File: config.mk
export PLATFORM = sky130hd
export DESIGN_NAME = imupd_top
export DESIGN_NICKNAME = d
export VERILOG_FILES = /design/src/inc/imupd_pkg.sv /design/src/imupd_top.sv /design/src/imupd_divn.sv /design/src/imupd_irq.sv
export VERILOG_INCLUDE_DIRS = /design/src /design/src/inc
export SDC_FILE = /design/constraint.sdc
export NUM_CORES = 1
export LEC_CHECK = 0
export BUFFER_PORTS_ARGS = -buffer_cell sky130_fd_sc_hd__buf_2
export CAP_MARGIN = 0
export CORE_MARGIN = 2
export CORE_UTILIZATION = 55
export DETAILED_ROUTE_END_ITERATION = 16
export MAX_ROUTING_LAYER = met4
export PLACE_DENSITY = 0.91
export SLEW_MARGIN = 40
export SYNTH_ARGS = -nofsm -noshare
export SYNTH_HDL_FRONTEND = slang
export SYNTH_HIERARCHICAL = 1
export SYNTH_SLANG_ARGS = --single-unit
File: constraint.sdc
create_clock -name pclk -period 3.78 [get_ports pclk]
set_input_delay 0.189 -clock pclk [delete_from_list [all_inputs] [get_ports pclk]]
set_output_delay 0.189 -clock pclk [all_outputs]
set_load 0.02 [all_outputs]
File: src/inc/imupd_map.svh
// register indices, reset values and field positions of the mask and divider bank
`ifndef IMUPD_MAP_SVH
`define IMUPD_MAP_SVH
// register indices; byte address is four times the index
`define IMUPD_IDX_MASK_UPPER 8'h45
`define IMUPD_IDX_DIV_LOW 8'h46
`define IMUPD_IDX_DIV_HIGH 8'h47
`define IMUPD_IDX_IRQ_STATUS 8'h48
// reset values
`define IMUPD_RST_MASK_UPPER 8'h00
`define IMUPD_RST_DIV_LOW 8'hFF
`define IMUPD_RST_DIV_HIGH 8'h3F
`define IMUPD_RST_STATUS 8'h00
// bits that carry a function; the rest read as zero
`define IMUPD_EVENT_USED 8'h5F
`define IMUPD_DIV_HIGH_USED 8'h3F
// event bit positions
`define IMUPD_BIT_STATE_CHANGE 6
`define IMUPD_BIT_ALL_LOST 4
`define IMUPD_BIT_L2_VIOL 3
`define IMUPD_BIT_L2_LOSS 2
`define IMUPD_BIT_L1_VIOL 1
`define IMUPD_BIT_L1_LOSS 0
`endif

File: src/inc/imupd_pkg.sv
// types shared by the mask and divider bank
`include "imupd_map.svh"
package imupd_pkg;
  // apb request as seen by the slave
  typedef struct packed {
    logic [11:0] addr;
    logic write;
    logic [31:0] wdata;
    logic sel;
    logic enable;
  } imupd_apb_req_t;
  // event pulses, laid out like the mask register
  typedef struct packed {
    logic pad7;
    logic second_path_state_change;
    logic pad5;
    logic second_path_all_inputs_lost;
    logic line_two_code_violation;
    logic line_two_signal_loss;
    logic line_one_code_violation;
    logic line_one_signal_loss;
  } imupd_events_t;
  // byte address of a register index
  function automatic logic [11:0] imupd_byte_addr(input logic [7:0] idx);
    return {2'h0, idx, 2'h0};
  endfunction
endpackage

File: src/imupd_top.sv
// apb register bank: upper interrupt mask, pre-divider factor, event status
//
// Functional notes
// - mask bit 6 gates second path state change
// - mask bit 4 gates all second-path inputs lost
// - mask bit 3 gates line two code violation
// - mask bit 2 gates line two signal loss
// - mask bit 1 gates line one code violation
// - mask bit 0 gates line one signal loss
// - low divider byte read/write, resets to FF
// - high divider six bits read/write, resets 3F
// - reference divided by factor plus one
//
// register map, byte address is four times the index:
//   0x45 upper interrupt mask, 0x46 factor low byte,
//   0x47 factor high six bits, 0x48 sticky event status (write one to clear)
// every transfer completes with zero wait states; unmapped places answer
// with pslverr and read as zero, so software can probe the map safely
//
// Implementation choice: the APB slave port.
`timescale 1ns/10ps
`default_nettype none
`include "imupd_map.svh"
module imupd_top (
  input wire logic pclk,
  input wire logic presetn,
  input wire logic psel,
  input wire logic penable,
  input wire logic pwrite,
  input wire logic [11:0] paddr,
  input wire logic [31:0] pwdata,
  input wire logic [3:0] pstrb,
  output logic [31:0] prdata,
  output logic pready,
  output logic pslverr,
  input wire imupd_pkg::imupd_events_t events,
  input wire logic divn_ref_in,
  output logic divn_pulse,
  output logic [13:0] divn_factor,
  output logic irq
);
  // bus request gathered into one carrier
  imupd_pkg::imupd_apb_req_t req;
  assign req = {paddr, pwrite, pwdata, psel, penable};

  // software-visible state
  logic [7:0] mask, next_mask; // upper interrupt mask
  logic [7:0] div_low, next_div_low; // factor bits 7..0
  logic [7:0] div_high, next_div_high; // factor bits 13..8 in low six
  logic [7:0] status; // sticky events, from the irq module
  logic [7:0] clear_bits; // write-one-to-clear pattern this cycle

  // bus answer state
  logic [31:0] next_prdata;
  logic next_pready;
  logic next_pslverr;

  // decode results
  logic hit_mask, hit_low, hit_high, hit_status, hit_any;
  logic [7:0] rd_byte; // read value of the addressed register

  // phases of a transfer
  logic setup_phase; // first cycle: psel high, penable low
  logic access_done; // access cycle that completes with pready
  logic wr_ok; // write that takes effect at this edge
  assign setup_phase = req.sel & ~req.enable;
  assign access_done = req.sel & req.enable & pready;
  // a lane-0 strobe is needed since every register lives in byte 0;
  // a refused write keeps the old value rather than corrupting it
  assign wr_ok = access_done & req.write & ~pslverr & pstrb[0];

  // address decode and read mux; unmapped reads give zero
  always_comb begin
    hit_mask = 1'b0;
    hit_low = 1'b0;
    hit_high = 1'b0;
    hit_status = 1'b0;
    rd_byte = 8'h00;
    if (req.addr == imupd_pkg::imupd_byte_addr(`IMUPD_IDX_MASK_UPPER)) begin
      hit_mask = 1'b1;
      rd_byte = mask;
    end else if (req.addr == imupd_pkg::imupd_byte_addr(`IMUPD_IDX_DIV_LOW)) begin
      hit_low = 1'b1;
      rd_byte = div_low;
    end else if (req.addr == imupd_pkg::imupd_byte_addr(`IMUPD_IDX_DIV_HIGH)) begin
      hit_high = 1'b1;
      rd_byte = div_high;
    end else if (req.addr == imupd_pkg::imupd_byte_addr(`IMUPD_IDX_IRQ_STATUS)) begin
      hit_status = 1'b1;
      rd_byte = status;
    end
    hit_any = hit_mask | hit_low | hit_high | hit_status;
  end

  // bus answer: prepared in setup; ready and error shown for exactly the access cycle, read data held until the next setup
  always_comb begin
    next_pready = setup_phase;
    next_pslverr = setup_phase & ~hit_any;
    next_prdata = prdata;
    if (setup_phase) begin
      // writes read back zero so the bus does not carry stale data
      next_prdata = req.write ? 32'h0000_0000 : {24'h00_0000, rd_byte};
    end
  end

  // register updates from software writes
  always_comb begin
    next_mask = mask;
    next_div_low = div_low;
    next_div_high = div_high;
    clear_bits = 8'h00;
    if (wr_ok && hit_mask) begin
      // unused bits 7 and 5 are not stored and read as zero
      next_mask = req.wdata[7:0] & `IMUPD_EVENT_USED;
    end
    if (wr_ok && hit_low) begin
      next_div_low = req.wdata[7:0];
    end
    if (wr_ok && hit_high) begin
      // top two bits unused; no clamp on the factor, software keeps it legal
      next_div_high = req.wdata[7:0] & `IMUPD_DIV_HIGH_USED;
    end
    if (wr_ok && hit_status) begin
      clear_bits = req.wdata[7:0];
    end
  end

  // registers of the bank and the bus answer
  always_ff @(posedge pclk or negedge presetn) begin
    if (!presetn) begin
      mask <= `IMUPD_RST_MASK_UPPER;
      div_low <= `IMUPD_RST_DIV_LOW;
      div_high <= `IMUPD_RST_DIV_HIGH;
      prdata <= 32'h0000_0000;
      pready <= 1'b0;
      pslverr <= 1'b0;
    end else begin
      mask <= next_mask;
      div_low <= next_div_low;
      div_high <= next_div_high;
      prdata <= next_prdata;
      pready <= next_pready;
      pslverr <= next_pslverr;
    end
  end

  // factor straight from the two divider registers
  assign divn_factor = {div_high[5:0], div_low};

  // sticky status and masked interrupt; next mask keeps irq in step
  imupd_irq i_imupd_irq (
    .pclk(pclk),
    .presetn(presetn),
    .events(events),
    .clear_bits(clear_bits),
    .next_mask(next_mask),
    .status(status),
    .irq(irq)
  );

  // pre-divider for the divide-by-n reference input
  imupd_divn i_imupd_divn (
    .pclk(pclk),
    .presetn(presetn),
    .ref_in(divn_ref_in),
    .factor(divn_factor),
    .div_pulse(divn_pulse)
  );
endmodule
`default_nettype wire

File: src/imupd_divn.sv
// divide-by-n pre-divider: one pulse per factor plus one reference edges
`timescale 1ns/10ps
`default_nettype none
module imupd_divn (
  input wire logic pclk,
  input wire logic presetn,
  input wire logic ref_in,
  input wire logic [13:0] factor,
  output logic div_pulse
);
  logic sync1, sync2, sync3; // pin synchroniser plus edge history
  logic [13:0] cnt, next_cnt; // reference edges since last pulse
  logic next_div_pulse;
  logic edge_seen; // rising edge of the synchronised reference
  assign edge_seen = sync2 & ~sync3;
  // count edges; >= keeps a lowered factor from running the counter round
  always_comb begin
    next_cnt = cnt;
    next_div_pulse = 1'b0;
    if (edge_seen) begin
      if (cnt >= factor) begin
        next_cnt = 14'h0000;
        next_div_pulse = 1'b1;
      end else begin
        next_cnt = cnt + 14'h0001;
      end
    end
  end
  // registers; sync1 is read only by sync2
  always_ff @(posedge pclk or negedge presetn) begin
    if (!presetn) begin
      sync1 <= 1'b0;
      sync2 <= 1'b0;
      sync3 <= 1'b0;
      cnt <= 14'h0000;
      div_pulse <= 1'b0;
    end else begin
      sync1 <= ref_in;
      sync2 <= sync1;
      sync3 <= sync2;
      cnt <= next_cnt;
      div_pulse <= next_div_pulse;
    end
  end
endmodule
`default_nettype wire

File: src/imupd_irq.sv
// sticky event status and masked interrupt level
`timescale 1ns/10ps
`default_nettype none
`include "imupd_map.svh"
module imupd_irq (
  input wire logic pclk,
  input wire logic presetn,
  input wire imupd_pkg::imupd_events_t events,
  input wire logic [7:0] clear_bits,
  input wire logic [7:0] next_mask,
  output logic [7:0] status,
  output logic irq
);
  logic [7:0] next_status;
  logic next_irq;
  // set wins over a same-cycle clear; the mask never blocks recording
  always_comb begin
    next_status = (status & ~clear_bits) | (events & `IMUPD_EVENT_USED);
    next_irq = |(next_status & next_mask);
  end
  // registers only
  always_ff @(posedge pclk or negedge presetn) begin
    if (!presetn) begin
      status <= `IMUPD_RST_STATUS;
      irq <= 1'b0;
    end else begin
      status <= next_status;
      irq <= next_irq;
    end
  end
endmodule
`default_nettype wire

After elaboration in Yosys (flattened, before gate mapping)
Index checks and enable logic that the tools add are counted.
- equality and inequality tests: 4
- bitwise gates (word level): 19
- magnitude comparators: 1
- muxes and demuxes: 20
- reductions and logical operators: 5
- add/sub/neg operators: 1
- operators with widths (kind ; number):
    $mux W8 ; 7
    $eq A12 B9 Y1 const B ; 4
    $and A8 B8 Y8 ; 2
    $add A14 B1 Y14 const B ; 1
    $ge A14 B14 Y1 ; 1
    $mux W14 ; 1
    $mux W1 ; 12
    $and A1 B1 Y1 ; 8
    $not A8 Y8 ; 1
    $or A8 B7 Y8 ; 1
    $reduce_or A8 Y1 ; 1
    $logic_and A1 B1 Y1 ; 4
    $not A1 Y1 ; 4
    $or A1 B1 Y1 ; 3
- register bits after elaboration: 83

Depth between registers and ports, before layout
- depth in word-level cells: 12
- mapped depth: 8
- gate-level depth less buffers: 8

Hierarchy
Netlist, hierarchy kept.
- by module, submodules not included (module ; area an instance (µm²) ; cells an instance ; times used ; sequential area each (µm²)):
    imupd_top ; 1825.5 ; 170 ; 1 ; 818.3
    imupd_divn ; 1223.7 ; 127 ; 1 ; 450.4
    imupd_irq ; 339.1 ; 28 ; 1 ; 225.2

Worst setup path before layout
Ideal clock, no wire load.
- path kind: register -> register
- start: register pslverr
- end: register i_imupd_irq.irq
- data arrival time: 2.082 ns
- cell stages (with the launch flop): 8
- period minus slack after synthesis: 2.220 ns
- data required time: 3.642 ns
- library setup time: 0.138 ns
- path buffers: 1
- setup slack: 1.560 ns
- cells stage by stage: dfrtp_1 -> and4b_1 -> nand4b_1 -> or3_1 -> buf_6 -> mux2_4 -> a222oi_1 -> nand4_1
- elaborated cells between the ends (all ways): 12
- those cells by class: 2 x mux; 7 x bitwise; 3 x reduce/logical
- RTL lines (element ; RTL line ; RTL):
    from (decl) ; imupd_top.sv:35 ; output logic pslverr,
    from (signal assigned) ; imupd_top.sv:143 ; pslverr <= next_pslverr;
    $not A1 Y1 ; imupd_top.sv:70 ; assign wr_ok = access_done & req.write & ~pslverr & pstrb[0];
    $and A1 B1 Y1 (2 in a row) ; imupd_top.sv:70 ;
    $logic_and A1 B1 Y1 ; imupd_top.sv:112 ; if (wr_ok && hit_mask) begin
    $mux W8 ; imupd_top.sv:112 ;
    named net next_mask[3] ; imupd_top.sv:47 ; logic [7:0] mask, next_mask;
    $and A8 B8 Y8 ; imupd_irq.sv:19 ; next_irq = |(next_status & next_mask);
    $reduce_or A8 Y1 ; imupd_irq.sv:19 ;
    named net i_imupd_irq.next_irq ; imupd_irq.sv:15 ; logic next_irq;
    to (signal assigned) ; imupd_irq.sv:28 ; irq <= next_irq;
    to (decl) ; imupd_irq.sv:12 ; output logic irq
The timed path passes the listed nets, and every way through them passes these cells.
A chain may end at the register's enable or synchronous reset.

Final worst setup path
Ends and elaborated chain as after synthesis.

==> impl_metrics.json <==
{
  "status": "complete, no violations",
  "vias_per_cell": 5.692,
  "initial_core_util_pct": 57.23,
  "synth_seq_cells": 59,
  "core_um2": 5921,
  "cpMaxStageDelayCell": "or3_1",
  "clk_latency_ns": 0.36,
  "cp.arrival_ns": 2.97,
  "num_antenna_cells": 0,
  "postPlaceCellArea_um2": 3645,
  "async_reset_ff_share_pct": 100.0,
  "dp_slack_ns": 1.032,
  "drc": 0,
  "synth_top_cell_by_area": "dfrtp_1",
  "dp_cells": 450,
  "fin_cells": 468,
  "cp.required_ns": 3.97,
  "syn_area_per_cell_um2": 10.43,
  "layout_commonest_cell": "buf_2",
  "ys_seq_area_share_pct": 44.09,
  "worst_pin_slew_ns": 0.8225,
  "wl_per_cell_um": 17.32,
  "fin_skew_ns": 0.01311,
  "io_pins": 112,
  "dr_total_vias": 2664,
  "ir_drop_v": 0.0003064,
  "rows": 28,
  "power.leakage_nw": 1.902,
  "synth-edff-count": 0,
  "yosysWarnings": 6,
  "die_h_um": 82.49,
  "drv_cap": 0,
  "final_area_um2": 3953,
  "dr.pass1.iters": 5,
  "grt_pass1_wl_um": 13050,
  "crit_path_start_kind": "flip-flop",
  "syn_area_um2": 3388,
  "grt_overflow": 0,
  "io_buffers": 58,
  "clk_pin_slew_ns": 0.08,
  "grt_max_degree": 60,
  "final_antenna_net_count": 0,
  "slew_headroom_pct": 45.06,
  "setup_ws_ns": 1.002,
  "synth.top_cell.area_share_pct": 33.23,
  "mostFrequentLayoutCells": "buf_2, dfrtp_1, nand2_1, inv_1, conb_1",
  "tritoncts": "yes",
  "die_area_um2": 6805,
  "cts_buffer_depth": 2,
  "area.growth.synth_to_final_pct": 16.65,
  "hpwl_um": 5631,
  "synth.area.top_cells": "dfrtp_1, dfstp_2, ha_1",
  "cts_root_buf": "clkbuf_8",
  "h-tree-depth": 3,
  "drtIter0Drc": 289,
  "antenna_found_initial": 0,
  "rsz0062_at_grt": "no",
  "period_minus_slack_ns": 2.778,
  "crit_start": "pslverr",
  "cp_cell_sequence": "and4b_1 > nand4b_1 > or3_1 > mux2_4 > a222oi_1 > nand4_1",
  "hold_viol": 0,
  "fin_total_pwr_mw": 1.580,
  "drive_gt1_share_pct": 32.32,
  "yosysUniqueCellTypes": 48,
  "first_global_vias": 2683,
  "cts_hold_buffers": 2,
  "nNetsFinal": 465,
  "cts_num_sinks": 59,
  "setup_tns_ns": 0,
  "cp-end-kind": "flip-flop",
  "crit_path_max_fanout": 8,
  "finalSetupViolCount": 0,
  "min_path_type": "input port to flip-flop",
  "r2r-start": "pslverr",
  "path_class": "flip-flop to flip-flop",
  "gp_congestion": 0.8678,
  "ys.flop_type": "dfrtp_1",
  "fp.dieW_um": 82.49,
  "slowest_delay_ns": 0.64,
  "routed_wl_um": 8104,
  "max_freq_mhz": 360.0,
  "cts-resized-gates": 0,
  "grtUsageTotal_pct": 27.22,
  "worstHoldStart": "events[2]",
  "slew_viol_final": 0,
  "cts_buffers": 9,
  "period_share_pct": 73.49,
  "pwr_density_cell_nw_per_um2": 399.8,
  "post_cts_buffers": 0,
  "syn_inst": 325
}
per-layer routing:
layer  vias to the layer above  routed length, um  track usage [%]
met5                         -                  0                -
met4                         0                254            13.77
met3                        26                666            5.870
met2                       142               3916            43.23
met1                      1282               3266            32.93
li1                       1214                  -                -
worst max-delay path, delay by kind of cell, from the launching register on:
family / cells / cell delay, ns
flip-flops: 1 / 0.38
AO/OA/AOI/OAI: 1 / 0.57
multiplexers: 1 / 0.39
AND/OR/NAND/NOR: 4 / 1.27
path summary, 6_finish.rpt:
kind                                          to  slack, ns  depth (start not counted)
setup / recovery                 i_imupd_irq/irq       1.00                          6
hold / removal             i_imupd_irq/status[2]       0.04                          2
setup reg to reg                 i_imupd_irq/irq       1.00                          6
hold reg to reg               i_imupd_divn/sync2       0.35                          0
max in group asynchronous    i_imupd_divn/cnt[6]       2.77                          3
min in group asynchronous  i_imupd_irq/status[6]       0.50                          3
cells in the mapped netlist, drive strengths merged, types with 9 or more instances:
| cell type | instances |
|---|---|
| dfrtp | 45 |
| buf | 27 |
| nand2 | 27 |
| inv | 25 |
| mux2 | 20 |
| nor2 | 20 |
| a21oi | 15 |
| ha | 15 |
| dfstp | 14 |
| o21ai | 12 |
| and2 | 11 |
| nand2b | 11 |
| nand4 | 9 |
logic make-up (layout without fill, tap and decap cells):
group                      after synthesis  in the layout  share of synthesized area [%]
xor gates and xnor gates                11             11                          2.844
other                                    1             24                         0.1107
and+or+nand+nor                        107            107                          19.05
AOI/OAI and AO/OA                       55             55                          11.41
buffers and inverters                   57            102                          9.638
muxes                                   20             20                          7.312
DFF                                     59             59                          44.09
adders and majority gates               15             15                          5.539
through the flow:
| stage | utilization (%) | hold slack [ns] |
|---|---|---|
| CTS | 66.76 | 0.02932 |
| finish | 66.76 | 0.03597 |
| global placement | 61.37 | 0.2980 |
| detailed placement | 61.56 | 0.2991 |
| floorplan | - | -0.1066 |
| global route | 66.76 | 0.03494 |
cell type report:
class,instances,area (um^2)
fill,432,1968
sequential,59,1494
inverter,25,93.84
clock buffer,9,123.9
clock inverter,7,163.9
multi-input combinational,232,1665
tap,75,93.84
timing repair buffer,61,317.8
power by group:
group | total (mW) | internal [mW] | leakage [nW] | switching, mW
Sequential | 0.637 | 0.635 | 0.732 | 0.00172
Clock | 0.845 | 0.571 | 0.143 | 0.273
Combinational | 0.0989 | 0.0273 | 1.03 | 0.0716
state kept, by name, indices dropped and copies added (netlist names):
signal	flops
i_imupd_divn/sync3	1
i_imupd_divn/sync1	1
i_imupd_divn/cnt	14
i_imupd_divn/sync2	1
pslverr	1
div_high	6
mask	8
prdata	8
i_imupd_irq/status	8
pready	1
div_low	8
i_imupd_divn/div_pulse	1
i_imupd_irq/irq	1
(Power assumes the default switching activity.)
